**config.mk**
```make
export PLATFORM = sky130hd
export DESIGN_NAME = infrared_uart_tx_codec
export DESIGN_NICKNAME = d
export VERILOG_FILES = /design/src/hdl/irsci_pkg.sv /design/src/hdl/infrared_uart_tx_codec.sv
export VERILOG_INCLUDE_DIRS = /design/src /design/src/hdl
export SDC_FILE = /design/constraint.sdc
export NUM_CORES = 1
export LEC_CHECK = 0
export ABC_CLOCK_PERIOD_IN_PS = 2550
export BUFFER_PORTS_ARGS = -buffer_cell sky130_fd_sc_hd__buf_2
export CAP_MARGIN = 20
export CORE_AREA = 2 2 147 149
export DETAILED_ROUTE_END_ITERATION = 8
export DIE_AREA = 0 0 149 151
export GPL_TIMING_DRIVEN = 0
export SLEW_MARGIN = 20
export SYNTH_ARGS = -nofsm -noshare
export SYNTH_HDL_FRONTEND = slang
export SYNTH_SLANG_ARGS = --single-unit
```
**constraint.sdc**
```tcl
create_clock -name clock -period 2.55 [get_ports clock]
set_input_delay 0.255 -clock clock [delete_from_list [all_inputs] [get_ports clock]]
set_output_delay 0.255 -clock clock [all_outputs]
set_load 0.02 [all_outputs]
```
**src/hdl/irsci_params.svh**
```systemverilog
`ifndef IRSCI_PARAMS_SVH
`define IRSCI_PARAMS_SVH

// Register byte offsets
`define OFF_CTRL1 8'h00
`define OFF_CTRL2 8'h04
`define OFF_CTRL3 8'h08
`define OFF_STAT1 8'h0c
`define OFF_STAT2 8'h10
`define OFF_DATA  8'h14
`define OFF_BAUD  8'h18

// Control register one fields
`define B_UNIT_ON   0
`define B_CHAR9     1
`define B_IR_ON     2
`define B_BAUD_SRC  3
// Control register two fields
`define B_TX_ON     0
`define B_BREAK     1
`define B_TIRQ_ON   2
`define B_PW_LO     3
// Control register three fields
`define B_TX_NINTH  0
`define B_RX_NINTH  1
// Status register one fields
`define B_TBE       0
`define B_RX_FULL   1
`define B_STOP_ERR  2
`define B_TX_BUSY   3
// Status register two fields
`define B_BREAK_SEEN 0

// Timing counts in 16x ticks; frame lengths in bits
`define X16_PER_BIT   4'hf
`define DEC_HALF      4'h7
`define DEC_LAST      4'hf
`define RX_SAMPLE     4'h8
`define LEN_CHAR8     4'ha
`define LEN_CHAR9     4'hb

`endif

```
**src/hdl/irsci_pkg.sv**
```systemverilog
package irsci_pkg;
	typedef enum logic [2:0] {
		TX_IDLE,
		TX_PREAMBLE,
		TX_DATA,
		TX_BREAK,
		TX_MARK,
		TX_QIDLE
	} tx_state_e;

	typedef enum logic {
		RX_IDLE,
		RX_BITS
	} rx_state_e;

	typedef enum logic [1:0] {
		PW_3_16,
		PW_1_16,
		PW_1_32,
		PW_RSVD
	} pulse_width_e;
endpackage

```
**src/hdl/infrared_uart_tx_codec.sv**
```systemverilog
// Register access over APB and the address map were chosen for this implementation.
`timescale 1ns/100ps
`include "irsci_params.svh"
// Contract
// - With infrared off, serial data passes between pins and core unchanged.
// - Core makes 16x and 32x ticks; only 32x times pulses, only 16x receives.
// - Each zero bit gives one short low pulse; one bits stay high.
// - Pulse width is 1/32, 1/16 or 3/16 bit, chosen by software.
// - Pulses of back to back zeros start exactly one bit apart.
// - Decoder 4-bit counter on 16x tick; a pulse starts it, output low.
// - Pulses ignored at count 0..7; above 7 a pulse restarts the count.
// - At count 15 output goes high, counter halts; late jitter ignored.
// - baud_source_select picks bus clock or crystal_ref_clk for baud.
// - char_length_select gives 8 or 9 data bits; tx_ninth_bit is bit 8.
// - A transmission begins with a one-character idle preamble.
// - Shift register frames data with zero start and one stop, LSB first.
// - Empty flag sets on transfer to shifter; request when enabled.
// - Line idles high; clearing unit_on releases the pins at once.
// - While send_break_bit is set, all-zero break characters repeat.
// - After break ends, at least one high bit precedes the next start.
// - Break is a start bit, zero data bits and a zero stop position.
// - Break sets stop error, rx full, break seen; clears data, ninth bit.
// - tx_on cleared idles after current char; off-on queues an idle char.
module infrared_uart_tx_codec
	import irsci_pkg::*;
(
	input  wire logic        clock,
	input  wire logic        rst_n,
	input  wire logic        psel,
	input  wire logic        penable,
	input  wire logic        pwrite,
	input  wire logic [7:0]  paddr,
	input  wire logic [31:0] pwdata,
	output logic      [31:0] prdata,
	output logic             pready,
	output logic             pslverr,
	input  wire logic        crystal_ref_clk,
	input  wire logic        rx_port_pin,
	output logic             tx_port_pin_o,
	output logic             tx_port_pin_oe,
	output logic             tx_irq_req
);
	// Control and status state
	logic        unit_on_q, char9_q, ir_on_q, baud_src_q;
	logic        tx_on_q, break_q, tirq_on_q;
	logic [1:0]  pw_sel_q;
	logic        tx_ninth_q, rx_ninth_q;
	logic        tbe_q, tbe_armed_q, rx_full_q, stop_err_q, break_seen_q;
	logic [7:0]  tx_buf_q, rx_buf_q, baud_div_q;
	logic [31:0] prdata_q;
	logic        pready_q, pslverr_q, irq_q, pin_oe_q, tx_busy;

	logic        acc, wr, rd;
	logic [31:0] rdata_d;
	logic        map_hit;

	assign acc = psel & penable & pready_q;
	assign wr  = acc & pwrite;
	assign rd  = acc & ~pwrite;

	// Read mux, sampled in the setup cycle
	always_comb begin
		rdata_d = 32'h0;
		map_hit = 1'b1;
		unique case (paddr)
			`OFF_CTRL1: rdata_d = {28'h0, baud_src_q, ir_on_q, char9_q, unit_on_q};
			`OFF_CTRL2: rdata_d = {27'h0, pw_sel_q, tirq_on_q, break_q, tx_on_q};
			`OFF_CTRL3: rdata_d = {30'h0, rx_ninth_q, tx_ninth_q};
			`OFF_STAT1: rdata_d = {28'h0, tx_busy, stop_err_q, rx_full_q, tbe_q};
			`OFF_STAT2: rdata_d = {31'h0, break_seen_q};
			`OFF_DATA:  rdata_d = {24'h0, rx_buf_q};
			`OFF_BAUD:  rdata_d = {24'h0, baud_div_q};
			default:    map_hit = 1'b0;
		endcase
	end

	// Zero-wait slave: ready one cycle after setup
	always_ff @(posedge clock) begin
		if (!rst_n) begin
			pready_q  <= 1'b0;
			pslverr_q <= 1'b0;
			prdata_q  <= 32'h0;
		end else begin
			pready_q  <= psel & ~penable;
			pslverr_q <= psel & ~penable & ~map_hit;
			if (psel & ~penable & ~pwrite)
				prdata_q <= rdata_d;
		end
	end

	// Control register writes
	always_ff @(posedge clock) begin
		if (!rst_n) begin
			unit_on_q  <= 1'b0;
			char9_q    <= 1'b0;
			ir_on_q    <= 1'b0;
			baud_src_q <= 1'b0;
			tx_on_q    <= 1'b0;
			break_q    <= 1'b0;
			tirq_on_q  <= 1'b0;
			pw_sel_q   <= 2'h0;
			tx_ninth_q <= 1'b0;
			baud_div_q <= 8'h0;
		end else if (wr) begin
			unique case (paddr)
				`OFF_CTRL1: begin
					unit_on_q  <= pwdata[`B_UNIT_ON];
					char9_q    <= pwdata[`B_CHAR9];
					ir_on_q    <= pwdata[`B_IR_ON];
					baud_src_q <= pwdata[`B_BAUD_SRC];
				end
				`OFF_CTRL2: begin
					tx_on_q   <= pwdata[`B_TX_ON];
					break_q   <= pwdata[`B_BREAK];
					tirq_on_q <= pwdata[`B_TIRQ_ON];
					pw_sel_q  <= pwdata[`B_PW_LO+1:`B_PW_LO];
				end
				`OFF_CTRL3: tx_ninth_q <= pwdata[`B_TX_NINTH];
				`OFF_BAUD:  baud_div_q <= pwdata[7:0];
				default: ;
			endcase
		end
	end

	// Baud source: crystal input synchronised before edge detection
	logic [2:0] xtal_q;
	logic       src_tick;
	logic [7:0] div_cnt_q;
	logic       x32_tick, x16_ph_q, x16_tick;
	logic [3:0] bit_ph_q;
	logic       bit_tick;

	always_ff @(posedge clock) begin
		if (!rst_n)
			xtal_q <= 3'h0;
		else
			xtal_q <= {xtal_q[1:0], crystal_ref_clk};
	end

	assign src_tick = baud_src_q ? (xtal_q[1] & ~xtal_q[2]) : 1'b1;
	assign x32_tick = src_tick & (div_cnt_q == baud_div_q);
	assign x16_tick = x32_tick & x16_ph_q;
	assign bit_tick = x16_tick & (bit_ph_q == `X16_PER_BIT);

	// Reference tick chain; halted while the unit is off
	always_ff @(posedge clock) begin
		if (!rst_n || !unit_on_q) begin
			div_cnt_q <= 8'h0;
			x16_ph_q  <= 1'b0;
			bit_ph_q  <= 4'h0;
		end else if (src_tick) begin
			div_cnt_q <= x32_tick ? 8'h0 : div_cnt_q + 8'h1;
			if (x32_tick)
				x16_ph_q <= ~x16_ph_q;
			if (x16_tick)
				bit_ph_q <= bit_ph_q + 4'h1;
		end
	end

	// Transmitter
	tx_state_e  tx_st_q;
	logic [10:0] sh_q;
	logic [3:0]  left_q, frame_len;
	logic        tx_prev_q, tx_gap_q, q_idle_q, pre_due_q, tx_serial;

	assign frame_len = char9_q ? `LEN_CHAR9 : `LEN_CHAR8;
	assign tx_busy   = (tx_st_q != TX_IDLE);
	assign tx_serial = tx_busy ? sh_q[0] : 1'b1;

	// Off-then-on of tx_on during a frame queues one idle char
	always_ff @(posedge clock) begin
		if (!rst_n) begin
			tx_prev_q <= 1'b0;
			tx_gap_q  <= 1'b0;
			q_idle_q  <= 1'b0;
			pre_due_q <= 1'b1;
		end else begin
			tx_prev_q <= tx_on_q;
			if (!tx_busy) begin
				tx_gap_q <= 1'b0;
				q_idle_q <= 1'b0;
				// Any idle time with tx_on low owes a preamble at the next start
				pre_due_q <= !tx_on_q || (pre_due_q && !bit_tick);
			end else begin
				if (tx_prev_q & ~tx_on_q)
					tx_gap_q <= 1'b1;
				if (tx_gap_q & tx_on_q & ~tx_prev_q)
					q_idle_q <= 1'b1;
				if (bit_tick && left_q == 4'h1) begin
					tx_gap_q <= 1'b0;
					q_idle_q <= 1'b0;
				end
			end
		end
	end

	// Frame sequencer; all loads happen on a bit boundary
	always_ff @(posedge clock) begin
		if (!rst_n || !unit_on_q) begin
			tx_st_q <= TX_IDLE;
			sh_q    <= 11'h7ff;
			left_q  <= 4'h0;
		end else if (bit_tick) begin
			if (tx_busy && left_q != 4'h1) begin
				sh_q   <= {1'b1, sh_q[10:1]};
				left_q <= left_q - 4'h1;
			end else if (tx_st_q == TX_BREAK && !break_q) begin
				tx_st_q <= TX_MARK;
				sh_q    <= 11'h7ff;
				left_q  <= 4'h1;
			end else if (!tx_on_q) begin
				tx_st_q <= TX_IDLE;
			end else if (q_idle_q) begin
				tx_st_q <= TX_QIDLE;
				sh_q    <= 11'h7ff;
				left_q  <= frame_len;
			end else if (!tx_busy && pre_due_q) begin
				tx_st_q <= TX_PREAMBLE;
				sh_q    <= 11'h7ff;
				left_q  <= frame_len;
			end else if (break_q) begin
				tx_st_q <= TX_BREAK;
				sh_q    <= 11'h0;
				left_q  <= frame_len;
			end else if (!tbe_q) begin
				tx_st_q <= TX_DATA;
				sh_q    <= {1'b1, char9_q ? tx_ninth_q : 1'b1, tx_buf_q, 1'b0};
				left_q  <= frame_len;
			end else begin
				tx_st_q <= TX_IDLE;
			end
		end
	end

	// Transfer into the shifter frees the buffer
	logic load_data;
	assign load_data = bit_tick & tx_on_q & ~tbe_q & ~break_q & ~q_idle_q
		& (tx_busy ? (left_q == 4'h1 && tx_st_q != TX_BREAK) : ~pre_due_q);

	// Empty flag: status read arms, data write clears, set wins
	always_ff @(posedge clock) begin
		if (!rst_n) begin
			tbe_q       <= 1'b1;
			tbe_armed_q <= 1'b0;
			tx_buf_q    <= 8'h0;
		end else begin
			if (rd && paddr == `OFF_STAT1 && tbe_q)
				tbe_armed_q <= 1'b1;
			if (wr && paddr == `OFF_DATA) begin
				tx_buf_q    <= pwdata[7:0];
				tbe_armed_q <= 1'b0;
				if (tbe_armed_q)
					tbe_q <= 1'b0;
			end
			if (load_data)
				tbe_q <= 1'b1;
		end
	end

	// Transmit request level, registered
	always_ff @(posedge clock) begin
		if (!rst_n)
			irq_q <= 1'b0;
		else
			irq_q <= tbe_q & tirq_on_q & unit_on_q;
	end

	// Infrared encoder: pulse starts one cycle after the boundary of each zero bit
	logic       bit_start_q;
	logic [2:0] pulse_left_q;
	logic       pw_tick, enc_out, line;

	assign pw_tick = x32_tick; // Whole 32x periods avoid a short first 16x tick
	assign enc_out = (pulse_left_q == 3'h0);

	always_ff @(posedge clock) begin
		if (!rst_n) begin
			bit_start_q  <= 1'b0;
			pulse_left_q <= 3'h0;
		end else begin
			bit_start_q <= bit_tick;
			if (bit_start_q && !tx_serial) begin
				// Same anchor each bit keeps zero pulses one bit apart
				pulse_left_q <= (pw_sel_q == PW_3_16) ? 3'h6 : (pw_sel_q == PW_1_32) ? 3'h1 : 3'h2;
			end else if (pw_tick && pulse_left_q != 3'h0) begin
				pulse_left_q <= pulse_left_q - 3'h1;
			end
		end
	end

	assign line = ir_on_q ? enc_out : tx_serial;

	// Open-drain pin: drive low only, release entirely when unit is off
	always_ff @(posedge clock) begin
		if (!rst_n)
			pin_oe_q <= 1'b0;
		else
			pin_oe_q <= unit_on_q & ~line;
	end

	// Receive pin synchroniser
	logic [1:0] rx_sync_q;
	logic       rx_prev_q, rx_fall;

	always_ff @(posedge clock) begin
		if (!rst_n) begin
			rx_sync_q <= 2'h3;
			rx_prev_q <= 1'b1;
		end else begin
			rx_sync_q <= {rx_sync_q[0], rx_port_pin};
			rx_prev_q <= rx_sync_q[1];
		end
	end

	assign rx_fall = rx_prev_q & ~rx_sync_q[1];

	// Infrared decoder: stretches narrow pulses to full zero bits
	logic [3:0] dec_cnt_q;
	logic       dec_run_q, dec_out_q, jitter_q;

	always_ff @(posedge clock) begin
		if (!rst_n) begin
			dec_cnt_q <= 4'h0;
			dec_run_q <= 1'b0;
			dec_out_q <= 1'b1;
			jitter_q  <= 1'b0;
		end else if (!dec_run_q) begin
			if (x16_tick)
				jitter_q <= 1'b0;
			if (rx_fall && !jitter_q) begin
				dec_run_q <= 1'b1;
				dec_cnt_q <= 4'h0;
				dec_out_q <= 1'b0;
			end
		end else if (rx_fall && dec_cnt_q > `DEC_HALF) begin
			dec_cnt_q <= 4'h0;
		end else if (x16_tick) begin
			if (dec_cnt_q == `DEC_LAST) begin
				dec_run_q <= 1'b0;
				dec_out_q <= 1'b1;
				jitter_q  <= 1'b1;
			end else begin
				dec_cnt_q <= dec_cnt_q + 4'h1;
			end
		end
	end

	// Core receive line: decoded or raw, per infrared enable
	logic rx_line, rx_line_prev_q;
	assign rx_line = ir_on_q ? dec_out_q : rx_sync_q[1];

	// Minimal receiver, mid-bit sampling on the 16x tick
	rx_state_e  rx_st_q;
	logic [3:0] rx_ph_q, rx_idx_q;
	logic [9:0] rx_sh_q;
	logic       rx_done, rx_brk, rx_stop;

	assign rx_stop = rx_line;
	assign rx_done = (rx_st_q == RX_BITS) & x16_tick & (rx_ph_q == `RX_SAMPLE)
		& (rx_idx_q == frame_len - 4'h1);
	assign rx_brk  = rx_done & ~rx_stop & (rx_sh_q[9:2] == 8'h0) & ~(char9_q & rx_sh_q[1]);

	always_ff @(posedge clock) begin
		if (!rst_n || !unit_on_q) begin
			rx_st_q        <= RX_IDLE;
			rx_ph_q        <= 4'h0;
			rx_idx_q       <= 4'h0;
			rx_sh_q        <= 10'h0;
			rx_line_prev_q <= 1'b1;
		end else begin
			rx_line_prev_q <= rx_line;
			if (rx_st_q == RX_IDLE) begin
				if (rx_line_prev_q & ~rx_line) begin
					rx_st_q  <= RX_BITS;
					rx_ph_q  <= 4'h0;
					rx_idx_q <= 4'h0;
				end
			end else if (x16_tick) begin
				rx_ph_q <= rx_ph_q + 4'h1;
				if (rx_ph_q == `RX_SAMPLE) begin
					rx_idx_q <= rx_idx_q + 4'h1;
					if (rx_idx_q != 4'h0)
						rx_sh_q <= {rx_line, rx_sh_q[9:1]};
					if (rx_done)
						rx_st_q <= RX_IDLE;
				end
			end
		end
	end

	// Receive flags; reading data clears them, set wins
	logic [8:0] rx_word;
	assign rx_word = char9_q ? rx_sh_q[9:1] : {rx_sh_q[9], rx_sh_q[9:2]};

	always_ff @(posedge clock) begin
		if (!rst_n) begin
			rx_full_q    <= 1'b0;
			stop_err_q   <= 1'b0;
			break_seen_q <= 1'b0;
			rx_buf_q     <= 8'h0;
			rx_ninth_q   <= 1'b0;
		end else begin
			if (rd && paddr == `OFF_DATA) begin
				rx_full_q    <= 1'b0;
				stop_err_q   <= 1'b0;
				break_seen_q <= 1'b0;
			end
			if (rx_done) begin
				rx_full_q  <= 1'b1;
				stop_err_q <= ~rx_stop;
				rx_buf_q   <= rx_brk ? 8'h0 : rx_word[7:0];
				rx_ninth_q <= rx_brk ? 1'b0 : rx_word[8];
				if (rx_brk)
					break_seen_q <= 1'b1;
			end
		end
	end

	// Registered outputs; transmit pin data tied low
	assign prdata         = prdata_q;
	assign pready         = pready_q;
	assign pslverr        = pslverr_q;
	assign tx_port_pin_o  = 1'b0;
	assign tx_port_pin_oe = pin_oe_q;
	assign tx_irq_req     = irq_q;

endmodule // infrared_uart_tx_codec

```
==> flow_summary_export.csv <==
group,metric,value,unit
run_status,outcome,"complete, no violations",
global_route,grt_remaining_overflow,0,
place,gp_congestion,0.786,
synth,post-synth-top-area-cell,"dfxtp_1",
synth,synth_area_leaders,"dfxtp_1, mux2i_1, o21ai_0",
detailed_routing,antenna_left,0,
floorplan,core_area,20800,um2
clock_tree,htree_levels,4,
place,dp_hpwl,11700,um
sta,setup_ws,228,ps
sta,drv_slew,0,
floorplan,initial_core_util,0.298,
setup_path,endpoint_kind,"register",
setup_path,crit_family,"compound AO/OA/AOI/OAI gates",
synth,syn_avg_cell_area,8.93,um2
synth,netlist.area_leader.share,0.397,
place,io_buffers,33,
clock_tree,insertion_delay,420,ps
floorplan,die_y,151,um
global_route,grt_pass1_wl,25500,um
setup_path,worstPathMaxFanout,10,
synth,synth.most_common_cell,"dfxtp_1",
synth,ys_warn_count,0,
floorplan,die_area,22500,um2
detailed_routing,vias_per_cell,4.89,
hold_path,hold_class,"primary input to register",
setup_path,required,2890,ps
detailed_routing,first_pass_iters,5,
floorplan,num_rows,53,
setup_path,worst-r2r-setup-slack,230,ps
sta,rsz0062_at_grt,"no",
global_route,grt_pass1_vias,4793,
synth,syn-instance-count,694,
setup_path,arrival,2660,ps
power_and_ir_drop,p_per_area,638,nW/um2
layout,fin_area,7410,um2
power_and_ir_drop,leakage,0.00262,uW
global_route,antenna_found_initial,0,
sta,clock-skew-final,7.99,ps
layout,drive_above_1_share,0.165,
layout,nFillCells,2153,
global_route,track_usage,0.145,
detailed_routing,first_iter_violations,274,
setup_path,critical_path_buf_inv_count,1,
global_route,grt_max_degree,17,
place,dp_cells,1026,
synth,yosys-top-cells-count,"dfxtp_1, nand2_1, o21ai_0",
layout,finalNonFillerCells,1058,
setup_path,path_class,"register to register",
sta,worst_pin_slew,819,ps
sta,maxClockFrequency,0.431,GHz
detailed_routing,num_vias,5171,
synth,synthFlopType,"dfxtp_1",
synth,synth_async_sr_flop_share,0,
place,placed_area,6800,um2
synth,ys_ff_latch,123,
clock_tree,clock-root-buffer,"clkbuf_16",
clock_tree,numCtsBuffers,17,
sta,period_share,0.911,
detailed_routing,drc,0,
clock_tree,cts_tree,"built",
sta,post-route-min-period,2320,ps
layout,antennaDiodeCount,0,
floorplan,die_x,149,um
detailed_routing,drt-total-wl,16000,um
floorplan,io_pins,84,
synth,synth_edf_count,0,
clock_tree,cts.clk_slew.worst_paths,60,ps
layout,nets,828,
sta,hold_viol_final,0,
synth,yosysUniqueCellTypes,72,
place,place_ws,-1.91,ps
clock_tree,cts_setup_buffers,0,
layout,area_growth,19.6,%
setup_path,max_stage_delay,450,ps
setup_path,slowest_stage,"clkbuf_1",
sta,max_slew_margin,0.449,
sta,setup_viol,0,
synth,synth.yosys.seq_area_share,0.397,
synth,syn-cell-area,6200,um2
clock_tree,clock_sinks,123,
clock_tree,clock_path_buffers,2,
job,drv_cap,0,
setup_path,critPathLaunchType,"register",
detailed_routing,wl_per_cell,15.1,um
power_and_ir_drop,ir_drop,0.000490,V
setup_path,worstPathCellList,"xnor2_1 > a21boi_1 > and4_1 > clkbuf_1 > o2111ai_1 > a21oi_1",
flip-flops by register name, summed over array words and instances, names as in the netlist, 2 cells and up:
register,count
rx_ph_q,4
div_cnt_q,8
rx_buf_q,8
bit_ph_q,4
sh_q,11
dec_cnt_q,4
rx_idx_q,4
pw_sel_q,2
tx_st_q,3
pulse_left_q,3
baud_div_q,8
xtal_q,3
prdata,8
rx_sync_q,2
rx_sh_q,9
tx_buf_q,8
left_q,4
path summary, 6_finish.rpt:
| check | end | start | cells after the start |
|---|---|---|---|
| setup reg to reg | tx_st_q[0]$_SDFFE_PP0P_ | baud_div_q[0]$_SDFFE_PN0P_ | 6 |
| hold reg to reg | rx_sync_q[1]$_SDFF_PN1_ | rx_sync_q[0]$_SDFF_PN1_ | 1 |
| setup / recovery | tx_st_q[0]$_SDFFE_PP0P_ | baud_div_q[0]$_SDFFE_PN0P_ | 6 |
| hold / removal | rx_sync_q[0]$_SDFF_PN1_ | rx_port_pin | 2 |
report_power, final:
group	switching [uW]	internal, uW	total, uW
clock	900	1540	2440
sequential	13.9	1950	1970
combinational	178	140	317
total	1090	3630	4730
worst register-to-register path: stages (launching register included):
cell and delay [ps]:
dfxtp_1 360, xnor2_1 290, a21boi_1 330, and4_1 400
clkbuf_1 460, o2111ai_1 210, a21oi_1 200
per-layer routing:
| metal | wire, um | up-vias | GRT usage |
|---|---|---|---|
| li1 | - | 2574 | - |
| met1 | 7910 | 2484 | 0.201 |
| met4 | 191 | 0 | 0.0410 |
| met2 | 7300 | 93 | 0.227 |
| met3 | 624 | 20 | 0.0343 |
| met5 | 0 | - | 0 |
layout by cell type (no fill, tap or decap), drive strengths merged, types with 3 or more instances in the layout:
cell | synthesis | layout
a22oi | 3 | 3
conb | 1 | 25
nor3 | 11 | 11
and3b | 3 | 3
nand2b | 10 | 10
nand4 | 11 | 11
nor3b | 5 | 5
or3 | 8 | 8
nor2 | 34 | 34
clkinv | 0 | 3
nand3 | 23 | 23
mux2 | 10 | 10
o21ai | 61 | 61
and4 | 6 | 6
a22o | 5 | 5
and3 | 6 | 6
xnor2 | 17 | 17
ha | 11 | 11
nand3b | 3 | 3
nand4b | 5 | 5
nor4 | 8 | 8
o31ai | 3 | 3
a31oi | 6 | 6
clkbuf | 31 | 54
a21boi | 3 | 3
mux2i | 43 | 43
a21oi | 21 | 21
dfxtp | 123 | 123
nor4b | 3 | 3
inv | 25 | 25
nand2 | 61 | 61
and2 | 12 | 12
o211ai | 15 | 15
clkinvlp | 0 | 4
nor2b | 35 | 35
or4 | 4 | 4
a211oi | 7 | 7
buf | 33 | 66
logic make-up after synthesis:
kind of cell               after synthesis  synth area share
DFF                                    123             0.397
muxes                                   54            0.0912
other                                    1          0.000605
adders and majority gates               11            0.0222
and+or+nand+nor                        251             0.233
buffers and inverters                   89            0.0708
xor gates and xnor gates                18            0.0339
AOI/OAI and AO/OA                      147             0.151
metrics by stage:
| step | setup TNS [ps] | utilization | hold WS [ps] | total power, uW |
|---|---|---|---|---|
| after floorplan | 0 | - | 356 | 2250 |
| after global placement | -28.7 | 0.327 | 391 | 2320 |
| after detailed placement | -1.91 | 0.327 | 407 | 2320 |
| after CTS | 0 | 0.356 | 19.3 | 4760 |
| after global routing | 0 | 0.356 | 18.6 | 4880 |
| final | 0 | 0.356 | 29.7 | 4730 |
cell type report:
cell class	count	area, um2	share of cell area
plain buffers	64	345	0.0466
clock buffers	23	488	0.0658
clock inverters	9	113	0.0152
inverters	25	93.8	0.0127
multi-input cells	506	3400	0.459
flip-flops and latches	123	2460	0.332
well taps	275	344	0.0464
repair buffers	33	165	0.0223
timing repair:
action / CTS / global route
hold buffers: 0 / 0
pin swaps: 0 / 0
setup endpoints to repair: 2 / 2
resized for setup: 1 / 1
(Power assumes the default switching activity.)
